File: src/hdl/wbbf_pkg.sv
package wbbf_pkg;

    // ==========================================
    // sequencer states
    typedef enum logic [2:0]
    {
        ST_IDLE,
        ST_MWR_LO,
        ST_MWR_HI,
        ST_MRD_HI,
        ST_MRD_LO,
        ST_SWR_WAIT,
        ST_SRD_WAIT,
        ST_DONE
    } wbbf_state_t;

    // ==========================================
    // byte lanes as seen on byte_select
    localparam logic BSEL_LO = 1'b0;
    localparam logic BSEL_HI = 1'b1;
    localparam logic [7:0] BYTE_RST = 8'h00;
    localparam logic [15:0] WORD_RST = 16'h0000;

    // ==========================================
    // pin inputs after the two-flop synchroniser
    typedef struct packed
    {
        logic mreq;
        logic mrd;
        logic grant;
        logic lock;
        logic ack;
        logic sel;
        logic rd;
        logic wr;
        logic bsel;
        logic [7:0] bus_data;
        logic [15:0] per_data;
    } wbbf_pins_t;

    localparam int PINS_W = $bits(wbbf_pins_t);
    localparam logic [PINS_W-1:0] PINS_RST = '0;

endpackage

File: src/hdl/wbbf_funnel.sv
`timescale 1ns/100ps
module wbbf_funnel
(
    input wire logic SYS_CLK_IN,
    input wire logic ARST_N_IN,
    input wire logic PER_MREQ_IN,
    input wire logic PER_MRD_IN,
    input wire logic [15:0] PER_DATA_IN,
    output logic [15:0] PER_DATA_OUT,
    output logic PER_LOAD_OUT,
    output logic PER_FETCH_OUT,
    output logic PER_HOLD_OUT,
    input wire logic BUS_GRANT_IN,
    input wire logic BUS_LOCK_IN,
    output logic BUS_REQ_OUT,
    input wire logic BUS_ACK_IN,
    output logic BUS_RD_N_OUT,
    output logic BUS_WR_N_OUT,
    input wire logic BUS_BSEL_IN,
    output logic BUS_BSEL_OUT,
    output logic BUS_BSEL_OE_OUT,
    input wire logic [7:0] BUS_DATA_IN,
    output logic [7:0] BUS_DATA_OUT,
    output logic BUS_DATA_OE_OUT,
    input wire logic CPU_SEL_IN,
    input wire logic CPU_RD_IN,
    input wire logic CPU_WR_IN
);

    // ==========================================
    // state
    typedef struct packed
    {
        logic [wbbf_pkg::PINS_W-1:0] sync1;
        wbbf_pkg::wbbf_pins_t pin;
        logic rd_prev;
        logic wr_prev;
        wbbf_pkg::wbbf_state_t state;
        logic strobe;
        logic bsel;
        logic hold;
        // master request not yet seen withdrawn after a finished transfer
        logic spent;
        logic load;
        logic fetch;
        logic [7:0] latch;
        logic [7:0] bus_data;
        logic [15:0] per_data;
    } wbbf_regs_t;

    wbbf_regs_t r_q;
    wbbf_regs_t r_d;
    wbbf_pkg::wbbf_pins_t raw;
    logic rd_edge;
    logic wr_edge;
    logic master;
    logic slave_ok;

    assign raw = '{mreq: PER_MREQ_IN, mrd: PER_MRD_IN, grant: BUS_GRANT_IN,
                   lock: BUS_LOCK_IN, ack: BUS_ACK_IN, sel: CPU_SEL_IN,
                   rd: CPU_RD_IN, wr: CPU_WR_IN, bsel: BUS_BSEL_IN,
                   bus_data: BUS_DATA_IN, per_data: PER_DATA_IN};

    assign rd_edge = r_q.pin.rd && !r_q.rd_prev && r_q.pin.sel;
    assign wr_edge = r_q.pin.wr && !r_q.wr_prev && r_q.pin.sel;
    assign master = r_q.state inside {wbbf_pkg::ST_MWR_LO, wbbf_pkg::ST_MWR_HI,
                                      wbbf_pkg::ST_MRD_HI, wbbf_pkg::ST_MRD_LO};
    // slave edges only count outside master work
    assign slave_ok = !master;

    // ==========================================
    // next state
    always_comb
    begin
        r_d = r_q;
        r_d.sync1 = raw;
        r_d.pin = r_q.sync1;
        r_d.rd_prev = r_q.pin.rd;
        r_d.wr_prev = r_q.pin.wr;
        r_d.load = 1'b0;
        r_d.fetch = 1'b0;
        unique case (r_q.state)
            wbbf_pkg::ST_IDLE:
            begin
                r_d.hold = 1'b0;
                // synced request lags the hold release by two cycles, so wait to see it drop
                if (!r_q.pin.mreq)
                begin
                    r_d.spent = 1'b0;
                end
                // grant is honoured only while the processor leaves arbitration open
                if (r_q.pin.mreq && r_q.pin.grant && !r_q.pin.lock && !r_q.spent)
                begin
                    r_d.hold = 1'b1;
                    r_d.strobe = 1'b1;
                    if (r_q.pin.mrd)
                    begin
                        r_d.state = wbbf_pkg::ST_MRD_HI;
                        r_d.bsel = wbbf_pkg::BSEL_HI;
                    end
                    else
                    begin
                        r_d.state = wbbf_pkg::ST_MWR_LO;
                        r_d.bsel = wbbf_pkg::BSEL_LO;
                        r_d.bus_data = r_q.pin.per_data[7:0];
                    end
                end
                else if (slave_ok && wr_edge && r_q.pin.bsel == wbbf_pkg::BSEL_HI)
                begin
                    r_d.latch = r_q.pin.bus_data;
                    r_d.state = wbbf_pkg::ST_SWR_WAIT;
                end
                else if (slave_ok && rd_edge && r_q.pin.bsel == wbbf_pkg::BSEL_LO)
                begin
                    // one peripheral read serves both byte reads
                    r_d.fetch = 1'b1;
                    r_d.bus_data = r_q.pin.per_data[7:0];
                    r_d.latch = r_q.pin.per_data[15:8];
                    r_d.state = wbbf_pkg::ST_SRD_WAIT;
                end
            end
            wbbf_pkg::ST_MWR_LO, wbbf_pkg::ST_MWR_HI,
            wbbf_pkg::ST_MRD_HI, wbbf_pkg::ST_MRD_LO:
            begin
                if (r_q.strobe && r_q.pin.ack)
                begin
                    r_d.strobe = 1'b0;
                    if (r_q.state == wbbf_pkg::ST_MRD_HI)
                    begin
                        r_d.latch = r_q.pin.bus_data;
                    end
                    else if (r_q.state == wbbf_pkg::ST_MRD_LO)
                    begin
                        // second byte goes straight in, next to the latch
                        r_d.per_data = {r_q.latch, r_q.pin.bus_data};
                        r_d.load = 1'b1;
                    end
                end
                else if (!r_q.strobe && !r_q.pin.ack)
                begin
                    // wait for ack to drop so byte cycles never merge
                    unique case (r_q.state)
                        wbbf_pkg::ST_MWR_LO:
                        begin
                            r_d.state = wbbf_pkg::ST_MWR_HI;
                            r_d.bsel = wbbf_pkg::BSEL_HI;
                            r_d.bus_data = r_q.pin.per_data[15:8];
                            r_d.strobe = 1'b1;
                        end
                        wbbf_pkg::ST_MRD_HI:
                        begin
                            r_d.state = wbbf_pkg::ST_MRD_LO;
                            r_d.bsel = wbbf_pkg::BSEL_LO;
                            r_d.strobe = 1'b1;
                        end
                        default:
                        begin
                            r_d.state = wbbf_pkg::ST_DONE;
                            r_d.hold = 1'b0;
                            r_d.spent = 1'b1;
                        end
                    endcase
                end
            end
            wbbf_pkg::ST_SWR_WAIT:
            begin
                // master requests are not looked at here
                if (wr_edge && r_q.pin.bsel == wbbf_pkg::BSEL_LO)
                begin
                    r_d.per_data = {r_q.latch, r_q.pin.bus_data};
                    r_d.load = 1'b1;
                    r_d.state = wbbf_pkg::ST_DONE;
                end
            end
            wbbf_pkg::ST_SRD_WAIT:
            begin
                if (rd_edge && r_q.pin.bsel == wbbf_pkg::BSEL_HI)
                begin
                    r_d.bus_data = r_q.latch;
                    r_d.state = wbbf_pkg::ST_DONE;
                end
            end
            wbbf_pkg::ST_DONE:
            begin
                r_d.hold = 1'b0;
                r_d.state = wbbf_pkg::ST_IDLE;
            end
        endcase
    end

    always_ff @(posedge SYS_CLK_IN or negedge ARST_N_IN)
    begin
        if (!ARST_N_IN)
        begin
            r_q <= '{sync1: wbbf_pkg::PINS_RST, pin: wbbf_pkg::PINS_RST,
                     rd_prev: 1'b0, wr_prev: 1'b0, state: wbbf_pkg::ST_IDLE,
                     strobe: 1'b0, bsel: wbbf_pkg::BSEL_LO, hold: 1'b0, spent: 1'b0,
                     load: 1'b0, fetch: 1'b0, latch: wbbf_pkg::BYTE_RST,
                     bus_data: wbbf_pkg::BYTE_RST, per_data: wbbf_pkg::WORD_RST};
        end
        else
        begin
            r_q <= r_d;
        end
    end

    // ==========================================
    // outputs
    assign PER_DATA_OUT = r_q.per_data;
    assign PER_LOAD_OUT = r_q.load;
    assign PER_FETCH_OUT = r_q.fetch;
    assign PER_HOLD_OUT = r_q.hold;
    assign BUS_REQ_OUT = r_q.pin.mreq && !r_q.pin.lock && !r_q.spent
                         && r_q.state == wbbf_pkg::ST_IDLE;
    assign BUS_RD_N_OUT = !(r_q.strobe && (r_q.state == wbbf_pkg::ST_MRD_HI
                          || r_q.state == wbbf_pkg::ST_MRD_LO));
    assign BUS_WR_N_OUT = !(r_q.strobe && (r_q.state == wbbf_pkg::ST_MWR_LO
                          || r_q.state == wbbf_pkg::ST_MWR_HI));
    assign BUS_BSEL_OUT = r_q.bsel;
    assign BUS_BSEL_OE_OUT = master;
    // drive during master writes and processor reads, transceiver style
    assign BUS_DATA_OUT = r_q.bus_data;
    assign BUS_DATA_OE_OUT = (r_q.state == wbbf_pkg::ST_MWR_LO)
                             || (r_q.state == wbbf_pkg::ST_MWR_HI)
                             || (r_q.pin.rd && r_q.pin.sel && !master);

    // ==========================================
    // checks
    AST_IDLE_AFTER_RESET: assert property (@(posedge SYS_CLK_IN)
        $rose(ARST_N_IN) |-> r_q.state == wbbf_pkg::ST_IDLE)
        else $error("sequencer not idle after reset");
    AST_LO_BEFORE_HI: assert property (@(posedge SYS_CLK_IN) disable iff (!ARST_N_IN)
        r_q.state == wbbf_pkg::ST_MWR_HI |-> $past(r_q.state) inside
        {wbbf_pkg::ST_MWR_LO, wbbf_pkg::ST_MWR_HI})
        else $error("high byte written before low byte");
    AST_WORD_ASSEMBLED: assert property (@(posedge SYS_CLK_IN) disable iff (!ARST_N_IN)
        $rose(r_q.load) |-> r_q.per_data[15:8] == $past(r_q.latch))
        else $error("assembled word lacks latched byte");
    AST_NO_SLAVE_IN_MASTER: assert property (@(posedge SYS_CLK_IN) disable iff (!ARST_N_IN)
        master |=> !(r_q.state inside {wbbf_pkg::ST_SWR_WAIT, wbbf_pkg::ST_SRD_WAIT}))
        else $error("slave access entered during master transfer");
    AST_NO_MASTER_IN_SLAVE: assert property (@(posedge SYS_CLK_IN) disable iff (!ARST_N_IN)
        r_q.state inside {wbbf_pkg::ST_SWR_WAIT, wbbf_pkg::ST_SRD_WAIT}
        |=> !master && !BUS_REQ_OUT)
        else $error("master started inside slave access");
    AST_HOLD_THROUGH: assert property (@(posedge SYS_CLK_IN) disable iff (!ARST_N_IN)
        master |-> PER_HOLD_OUT)
        else $error("hold dropped during funnelling");
    AST_LOCK_BLOCKS: assert property (@(posedge SYS_CLK_IN) disable iff (!ARST_N_IN)
        r_q.pin.lock && r_q.state == wbbf_pkg::ST_IDLE |=> !master)
        else $error("master started while arbitration locked");
    AST_BSEL_DRIVE: assert property (@(posedge SYS_CLK_IN) disable iff (!ARST_N_IN)
        BUS_BSEL_OE_OUT |-> (BUS_BSEL_OUT == (r_q.state inside
        {wbbf_pkg::ST_MWR_HI, wbbf_pkg::ST_MRD_HI})))
        else $error("byte_select wrong for lane");
    // a second load would need a fresh strobe, so the strobe must be gone as well
    AST_ONE_LOAD: assert property (@(posedge SYS_CLK_IN) disable iff (!ARST_N_IN)
        r_q.load |=> !r_q.load && !r_q.strobe
        ##1 !r_q.load)
        else $error("peripheral load not single per word");
    AST_RELEASE: assert property (@(posedge SYS_CLK_IN) disable iff (!ARST_N_IN)
        r_q.state == wbbf_pkg::ST_DONE |-> !PER_HOLD_OUT ##1
        r_q.state == wbbf_pkg::ST_IDLE)
        else $error("no release through idle");
    AST_NO_REARM: assert property (@(posedge SYS_CLK_IN) disable iff (!ARST_N_IN)
        r_q.spent |=> !master)
        else $error("stale master request restarted the sequencer");
    AST_FETCH_ENTRY: assert property (@(posedge SYS_CLK_IN) disable iff (!ARST_N_IN)
        r_q.fetch |-> r_q.state == wbbf_pkg::ST_SRD_WAIT && !PER_HOLD_OUT)
        else $error("peripheral fetch outside slave read");
    AST_READ_LATCH: assert property (@(posedge SYS_CLK_IN) disable iff (!ARST_N_IN)
        r_q.fetch |-> {r_q.latch, r_q.bus_data} == $past(r_q.pin.per_data))
        else $error("slave read word not split into latch and bus byte");
    AST_STROBES_APART: assert property (@(posedge SYS_CLK_IN) disable iff (!ARST_N_IN)
        (!BUS_RD_N_OUT || !BUS_WR_N_OUT) |->
        PER_HOLD_OUT && BUS_BSEL_OE_OUT && (BUS_RD_N_OUT || BUS_WR_N_OUT))
        else $error("bus strobe outside a held master cycle");
    CVR_MASTER_READ: cover property (@(posedge SYS_CLK_IN) disable iff (!ARST_N_IN)
        r_q.state == wbbf_pkg::ST_MRD_LO ##[1:50] r_q.load);
    CVR_MASTER_WRITE: cover property (@(posedge SYS_CLK_IN) disable iff (!ARST_N_IN)
        r_q.state == wbbf_pkg::ST_MWR_HI ##[1:50] r_q.state == wbbf_pkg::ST_DONE);
    CVR_SLAVE_WRITE: cover property (@(posedge SYS_CLK_IN) disable iff (!ARST_N_IN)
        r_q.state == wbbf_pkg::ST_SWR_WAIT ##[1:50] r_q.load);
    CVR_SLAVE_READ: cover property (@(posedge SYS_CLK_IN) disable iff (!ARST_N_IN)
        r_q.fetch ##[1:50] r_q.state == wbbf_pkg::ST_DONE);
    CVR_SLAVE_REFUSED: cover property (@(posedge SYS_CLK_IN) disable iff (!ARST_N_IN)
        master && wr_edge);

endmodule // wbbf_funnel

File: config.mk
export PLATFORM = sky130hd
export DESIGN_NAME = wbbf_funnel
export DESIGN_NICKNAME = d
export VERILOG_FILES = /design/src/hdl/wbbf_pkg.sv /design/src/hdl/wbbf_funnel.sv
export SDC_FILE = /design/constraint.sdc
export NUM_CORES = 1
export LEC_CHECK = 0
export BUFFER_PORTS_ARGS = -buffer_cell sky130_fd_sc_hd__clkbuf_2
export CORE_ASPECT_RATIO = 0.9
export CORE_UTILIZATION = 56
export DETAILED_ROUTE_END_ITERATION = 12
export PLACE_DENSITY = 0.8
export SETUP_SLACK_MARGIN = 0.2
export SLEW_MARGIN = 20
export SYNTH_ARGS = -nofsm -noshare
export SYNTH_HDL_FRONTEND = slang
export SYNTH_SLANG_ARGS = --single-unit
File: constraint.sdc
create_clock -name SYS_CLK_IN -period 2.39 [get_ports SYS_CLK_IN]
set_input_delay 0.5975 -clock SYS_CLK_IN [delete_from_list [all_inputs] [get_ports SYS_CLK_IN]]
set_output_delay 0.5975 -clock SYS_CLK_IN [all_outputs]
set_load 0.05 [all_outputs]
# Word level (Yosys, flattened, before mapping)
# Cells that the tools add are included.
[op_classes]
addsub = 0
multipliers = 0
n_div = 0
magnitude_cmp = 0
n_eq_ne = 28
shift = 0
muxes = 46
n_bitwise = 1
n_reduce_logical = 50
[ops]
columns = ["cell", "n"]
rows = [
  ["$mux 8", 10],
  ["$mux 16", 4],
  ["$pmux 16 s2", 1],
  ["$ne 2x2->1 const B", 13],
  ["$reduce_and 5->1", 5],
  ["$mux 3", 8],
  ["$pmux 8 s3", 1],
  ["$logic_and 1x1->1", 22],
  ["$ne 3x3->1 const B", 6],
  ["$mux 17", 1],
  ["$pmux 8 s2", 1],
  ["$pmux 3 s5", 1],
  ["$eq 3x3->1 const B", 4],
  ["$logic_not 1->1", 9],
  ["$mux 1", 9],
  ["$mux 9", 1],
  ["$ne 4x4->1 const B", 2],
  ["$pmux 2 s2", 2],
  ["$reduce_and 4->1", 2],
  ["$reduce_and 8->1", 1],
  ["$mux 7", 1],
  ["$eq 3x2->1 const B", 2],
  ["$pmux 3 s2", 1],
  ["$reduce_bool 3->1", 2],
  ["11 further kinds", 16],
]
[word_totals]
regBits = 109
latch_bits = 0
mem_bits_rw = 0
mem_bits_ro = 0
inputBits = 35
output_inout_bits = 33
elab_cells = 149
memories = 0

# Logic depth before layout (Yosys ltp)
# Gate-level depths: netlist of run 1.
[depth]
word_depth = 9
depth_mapped = 7
ltp_nobuf = 6

# Least setup slack after synthesis of run 1
# No wires, ideal clock.
[synth_path]
kind = "register to output"
start = "reg r_q[40] (netlist name)"
end = "out BUS_REQ_OUT"
arrival_ps = 2614
required_ps = 1793
slack_ps = -822
path_stages_with_launch = 5
n_path_buf = 2
path_cell_list = "dfrtp_1 > buf_6 > or3_4 > buf_6 > nor4b_1"
[synth_between]
elab_chain_len = 2
[synth_rtl]
columns = ["item", "line", "source"]
rows = [
  ["start: declaration", "wbbf_funnel.sv:51", "wbbf_regs_t r_q;"],
  ["start signal: assignment", "wbbf_funnel.sv:195", "r_q <= '{sync1: wbbf_pkg::PINS_RST, pin: wbbf_pkg::PINS_RST,"],
  ["start signal: assignment", "wbbf_funnel.sv:203", "r_q <= r_d;"],
  ["$logic_not 3->1", "wbbf_funnel.sv:214", "&& r_q.state == wbbf_pkg::ST_IDLE;"],
  ["$logic_and 1x1->1", "wbbf_funnel.sv:214", ""],
  ["end: declaration", "wbbf_funnel.sv:15", "output logic BUS_REQ_OUT,"],
]
# No other way between the ends.

# Worst setup path in the final report of run 1
[layout_path]
start = "reg r_q[38] (netlist name)"
end = "out BUS_REQ_OUT"
# The elaborated chain is that of the path after synthesis.

==> impl_metrics.json, run 1 <==
{
  "synthCells": 318,
  "peakVddDrop_mv": 0.758,
  "ios": 68,
  "vias": 2634,
  "die_height_um": 84.8,
  "fin_nets": 425,
  "startpoint_type": "flip-flop",
  "worstPathArrival_ps": 1710,
  "drtIter0Drc": 123,
  "clockRootBuffer": "clkbuf_8",
  "grt_pass1_wl_um": 13300,
  "drtAntennaViolNets": 0,
  "io_buffers": 67,
  "grt_usage": 0.224,
  "rows": 29,
  "synth-seq-area-share": 0.640,
  "finalCritPeriodShare": 0.967,
  "wire_per_inst_um": 17.0,
  "p_per_area_mw_per_mm2": 1240,
  "intPower_uw": 3680,
  "critPathKind": "flip-flop to output port",
  "critPathRequiredTime_ps": 1790,
  "hpwl_um": 5780,
  "maxCapViolations": 0,
  "top_usage_layer": "met2",
  "final_cells": 486,
  "fmax_mhz": 433,
  "fill_cells": 511,
  "synth_edf_count": 0,
  "slew_violations": 0,
  "slowest_stage": "dfrtp_2",
  "antenna_found_initial": 0,
  "fin_skew_ps": 14.3,
  "synthesis.area_mm2": 0.00426,
  "clkPwrFrac": 0.171,
  "wl_um": 8280,
  "final_cell_mix": "dfrtp_1, clkbuf_2, buf_4, mux2_2, mux2i_1",
  "die_w_um": 94.0,
  "cp_slowest_stage_delay_ps": 450,
  "hp-class": "input pin to async pin",
  "setup_viol": 0,
  "cts-buffers-inserted": 9,
  "pwr-share-seq": 0.382,
  "cts.htree.levels": 3,
  "cts-hold-fix-buffers": 0,
  "synthToLayoutAreaGrowth_pct": 18.7,
  "final_common_cell": "dfrtp_1",
  "cts_tree": "yes",
  "dp_cells": 458,
  "grt_pass1_vias": 2571,
  "cp-end-kind": "output port",
  "ys_warn_count": 0,
  "ys_async_sr_fraction": 1.00,
  "synth_area_per_cell_um2": 13.4,
  "viasPerCell": 5.42,
  "clkSinkCount": 109,
  "status": "complete, no violations",
  "die_area_mm2": 0.00796,
  "hold_viol_final": 0,
  "clockBufferDepth": 2,
  "synthFlopType": "dfrtp_1",
  "ff_latch_area_mm2": 0.00273,
  "final.setup.tns_ps": 0,
  "grt_max_degree": 36,
  "clk_pin_slew_worst_paths_ps": 110,
  "synth-seq-cells": 109,
  "syn-num-nets": 355,
  "insertion_delay_ps": 370,
  "rsz0062_at_grt": "true",
  "netSwitchingFraction": 0.411,
  "pwr-share-comb": 0.448,
  "cp_cell_sequence": "or3_4, nor4b_4, buf_12",
  "place.gp.congestion": 0.853,
  "multi_input_area_mm2": 0.00130,
  "p_leak_uw": 0.00236,
  "path_buf_inv": 1,
  "drc": 0,
  "cp_max_fo": 5,
  "use_met2": 0.335,
  "drt-pass1-iter-count": 4,
  "ys_types": 46,
  "start_util": 0.590,
  "drive_gt1_frac": 0.410,
  "num_antenna_cells": 0,
  "power.switching_uw": 2570,
  "worst_pin_slew_ps": 688,
  "relSlewSlack": 0.537,
  "core_area_mm2": 0.00722,
  "crit_family": "simple AND/OR/NAND/NOR gates",
  "grt_util_met3": 0.0525,
  "fin_crit_ps": 2310,
  "grt-ovfl-total": 0,
  "met1_usage": 0.334
}
## Yosys cell counts, types with 2 or more instances
| cell | instances | area share |
|---|---|---|
| mux2_2 | 25 | 0.066 |
| dfrtp_1 | 109 | 0.64 |
| a21oi_1 | 13 | 0.015 |
| and3b_1 | 2 | 0.0041 |
| nor2_1 | 9 | 0.0079 |
| buf_4 | 25 | 0.044 |
| o22ai_1 | 9 | 0.013 |
| ha_1 | 2 | 0.0059 |
| o2bb2ai_1 | 3 | 0.0062 |
| nor3_1 | 3 | 0.0035 |
| o211ai_1 | 2 | 0.0035 |
| nand2_1 | 9 | 0.0079 |
| nor4_1 | 2 | 0.0029 |
| mux2i_1 | 18 | 0.042 |
| buf_2 | 6 | 0.0070 |
| clkbuf_1 | 7 | 0.0062 |
| a22o_1 | 7 | 0.014 |
| a22oi_1 | 2 | 0.0035 |
| o32a_1 | 2 | 0.0047 |
| a31oi_1 | 3 | 0.0044 |
| nand2b_1 | 4 | 0.0059 |
| buf_6 | 2 | 0.0053 |
| nand3_1 | 3 | 0.0035 |
| o21ai_0 | 16 | 0.019 |
| inv_1 | 12 | 0.011 |
| and2_1 | 2 | 0.0029 |
| a211oi_1 | 2 | 0.0035 |
## registers in the layout (all words and copies together) (netlist names)
name,count
PER_DATA_OUT,16
PER_LOAD_OUT,1
PER_FETCH_OUT,1
BUS_BSEL_OUT,1
r_d,35
PER_HOLD_OUT,1
BUS_DATA_OUT,8
r_q,46
## power groups by stage
| stage | registers (uW) | logic [uW] | clock network, uW |
|---|---|---|---|
| 2_1_floorplan | 2360 | 2070 | 0 |
| 3_3_place_gp | 2420 | 2490 | 0 |
| 3_5_place_dp | 2430 | 2530 | 0 |
| 4_1_cts | 2380 | 2670 | 1100 |
| 5_1_grt | 2430 | 2980 | 1160 |
| 6_report | 2390 | 2800 | 1070 |
## worst paths after layout
path | start | endpoint | slack [ps] | cells after the start
min reg2reg | r_d[62]$_DFF_PN0_ | r_q[62]$_DFF_PN0_ | 350 | 0
max | r_q[38]$_DFFE_PN0P_ | BUS_REQ_OUT | 80 | 3
min in group SYS_CLK_IN | CPU_RD_IN | r_d[69]$_DFF_PN0_ | 320 | 1
max in group asynchronous | ARST_N_IN | PER_FETCH_OUT$_DFF_PN0_ | 1660 | 2
min | ARST_N_IN | r_d[68]$_DFF_PN0_ | 150 | 1
max reg2reg | r_q[38]$_DFFE_PN0P_ | r_q[26]$_DFFE_PN0P_ | 310 | 4
## layout make-up
type                            instances  share of cell area
Tap cell                               93              0.0230
Clock buffer                           11              0.0280
Timing Repair Buffer                   99               0.132
Clock inverter                          5              0.0104
Inverter                               12             0.00965
Sequential cell                       109               0.540
Multi-Input combinational cell        157               0.257
## logic make-up after synthesis
| family | Yosys count | share of synthesized area |
|---|---|---|
| flip-flops | 109 | 0.640 |
| buffers and inverters | 52 | 0.0731 |
| AO/OA/AOI/OAI | 65 | 0.106 |
| multiplexers | 43 | 0.108 |
| adder cells (fa/ha/maj) | 2 | 0.00587 |
| AND/OR/NAND/NOR | 46 | 0.0649 |
| XOR/XNOR | 1 | 0.00206 |
## through the flow
step | util | hold WS [ps] | area (um^2) | worst slack (ps) | power (uW)
5_1_grt | 0.700 | 167 | 5060 | 36.7 | 6570
2_1_floorplan | - | 302 | 4290 | 185 | 4440
3_3_place_gp | 0.651 | 332 | 4700 | 328 | 4910
4_1_cts | 0.690 | 151 | 4980 | 50.3 | 6150
3_5_place_dp | 0.651 | 335 | 4700 | 315 | 4950
6_report | 0.700 | 155 | 5060 | 78.6 | 6250
## worst reg2reg max path, delay by kind of cell, from the launching register on
family                 cells  cell delay (ps)
AOI/OAI and AO/OA          1              490
buffers and inverters      1              180
DFF                        1              450
muxes                      1              400
and+or+nand+nor            1              450
## repair_timing
item	in CTS	in global routing
setup buffers	6	6
pin swaps	2	0
endpoints found under the hold margin	0	0
resized for setup	13	7
endpoints found under the setup margin	5	14
## per-layer routing
metal	routed length [um]	vias to the layer above
li1	-	1240
met1	3930	1304
met2	3880	83
met3	403	7
met4	65	0
met5	0	-
(Power assumes the default switching activity.)
==> run 2, diff against run 1 <==
- CORE_UTILIZATION: 56 -> 50
- PLACE_DENSITY: 0.8 -> 0.76
- SETUP_SLACK_MARGIN: 0.2 -> not set
- clock period: 2.39 -> 2.07 ns (I/O delays scaled with it)
==> run 2 against run 1 <==
  * Largest power group unchanged
  * Utilization down 6.8 points
  * Die area up 12%
  * Cell count up 1.6%
  * The run now ends with negative setup slack left
  * Worst hold slack worse by 30 ps
  * First-iteration DRC count up 20%
  * Clock-buffer cell count down 1
  * Global-route usage down 2.1 points
  * Sequential cell count unchanged
==> impl_metrics.json, run 2 (synthesized netlist as in run 1, its figures left out) <==
{
  "final.setup.tns_ps": -240,
  "peakVddDrop_mv": 0.626,
  "rsz0062_at_grt": "true",
  "grt_usage": 0.204,
  "grt_max_degree": 39,
  "startpoint_type": "flip-flop",
  "regMostFlops": "r_q",
  "grt_pass1_vias": 2703,
  "fin_nets": 428,
  "vias": 2645,
  "wire_per_inst_um": 16.5,
  "die_w_um": 99.3,
  "setup_ws_ps": -120,
  "antenna_found_initial": 0,
  "hpwl_um": 5900,
  "wl_um": 8160,
  "fin_skew_ps": 13.4,
  "drc": 0,
  "die_height_um": 89.6,
  "worstPathArrival_ps": 1670,
  "final_common_cell": "dfrtp_1",
  "core_area_mm2": 0.00815,
  "hold_viol_final": 0,
  "maxCapViolations": 0,
  "fin_crit_ps": 2190,
  "rrSetupSlack_ps": 110,
  "io_buffers": 67,
  "fin_util": 0.632,
  "synthToLayoutAreaGrowth_pct": 20.9,
  "drive_gt1_frac": 0.413,
  "grt_pass1_wl_um": 13400,
  "drtIter0Drc": 148,
  "cp-end-kind": "output port",
  "drtAntennaViolNets": 0,
  "clkSinkCount": 109,
  "final_cell_mix": "dfrtp_1, clkbuf_2, buf_4, mux2_2, mux2i_1",
  "worst_pin_slew_ps": 536,
  "grt-ovfl-total": 0,
  "die_area_mm2": 0.00890,
  "hold_ws_ps": 125,
  "start_util": 0.523,
  "clk_pin_slew_worst_paths_ps": 100,
  "relSlewSlack": 0.643,
  "cp_max_fo": 5,
  "dp_slack_ps": 99.6,
  "postPlaceCellArea_mm2": 0.00479,
  "cts.htree.levels": 3,
  "cts_tree": "yes",
  "status": "finished with violations",
  "place.gp.congestion": 0.866,
  "cts-buffers-inserted": 9,
  "setup_viol": 3,
  "largest_reg_flops": 46,
  "finalCritPeriodShare": 1.06,
  "ios": 68,
  "clockRootBuffer": "clkbuf_8",
  "num_antenna_cells": 0,
  "insertion_delay_ps": 370,
  "p_leak_uw": 0.00242,
  "cts-hold-fix-buffers": 0,
  "drt-pass1-iter-count": 4,
  "clockBufferDepth": 2,
  "critPathRequiredTime_ps": 1550,
  "design_area_mm2": 0.00515,
  "viasPerCell": 5.35,
  "p_per_area_mw_per_mm2": 1420,
  "slew_violations": 0,
  "rows": 31,
  "critPathKind": "flip-flop to output port",
  "violations": "negative setup slack",
  "fmax_mhz": 457,
  "hp-class": "input pin to async pin"
}
run 2: changes by cell type in the layout (fill, tap and decap cells not counted), moves of 2 or more:
cell | before | now
buf_4 | 29 | 31
dfrtp_2 | 2 | 0
buf_6 | 2 | 0
buf_12 | 5 | 9
clkinvlp_4 | 2 | 0
clkinv_4 | 0 | 2
dfrtp_1 | 107 | 109
run 2: path summary, 6_finish.rpt:
check | from | endpoint | cells past startpoint
worst max-delay path | r_q[38]$_DFFE_PN0P_ | BUS_REQ_OUT | 3
worst min-delay path | ARST_N_IN | r_d[69]$_DFF_PN0_ | 1
max in group asynchronous | ARST_N_IN | PER_DATA_OUT[9]$_DFFE_PN0P_ | 2
worst max register to register | r_q[38]$_DFFE_PN0P_ | r_q[27]$_DFFE_PN0P_ | 5
min in group SYS_CLK_IN | BUS_DATA_IN[1] | r_d[60]$_DFF_PN0_ | 1
worst min register to register | r_d[51]$_DFF_PN0_ | r_q[51]$_DFF_PN0_ | 0
run 2: report_power, final:
group	switching [uW]	leakage (uW)	internal, uW
sequential	247	0.00132	2490
combinational	2010	0.000990	1280
clock	693	0.000105	603
run 2: final cells by class:
type,instances,area [um^2]
Tap cell,99,124
Fill cell,634,2990
Clock inverter,5,67.6
Timing Repair Buffer,102,733
Sequential cell,109,2730
Multi-Input combinational cell,157,1320
Clock buffer,10,138
Inverter,12,45.0
run 2: what timing repair did:
action,4_1_cts,5_1_grt
buffers inserted,5,4
pin swaps,2,4
resized for setup,11,10
endpoints found under the setup margin,4,21
run 2: worst max-delay path, cell delays in order, from the launching register on:
cell and delay, ps:
dfrtp_1 430, or3_4 430, nor4b_4 280, buf_12 180
run 2: layer usage:
layer	vias up	track usage	share of wire
met5	-	0	0
met4	0	0.0869	0.018
met3	13	0.0565	0.052
met2	76	0.330	0.47
met1	1313	0.264	0.46
li1	1243	-	-
run 2: metrics by stage:
stage	total power (uW)	std cells
6_report	7330	494
5_1_grt	7720	494
4_1_cts	7270	491
3_5_place_dp	5840	471
3_3_place_gp	5780	471
2_1_floorplan	5130	318
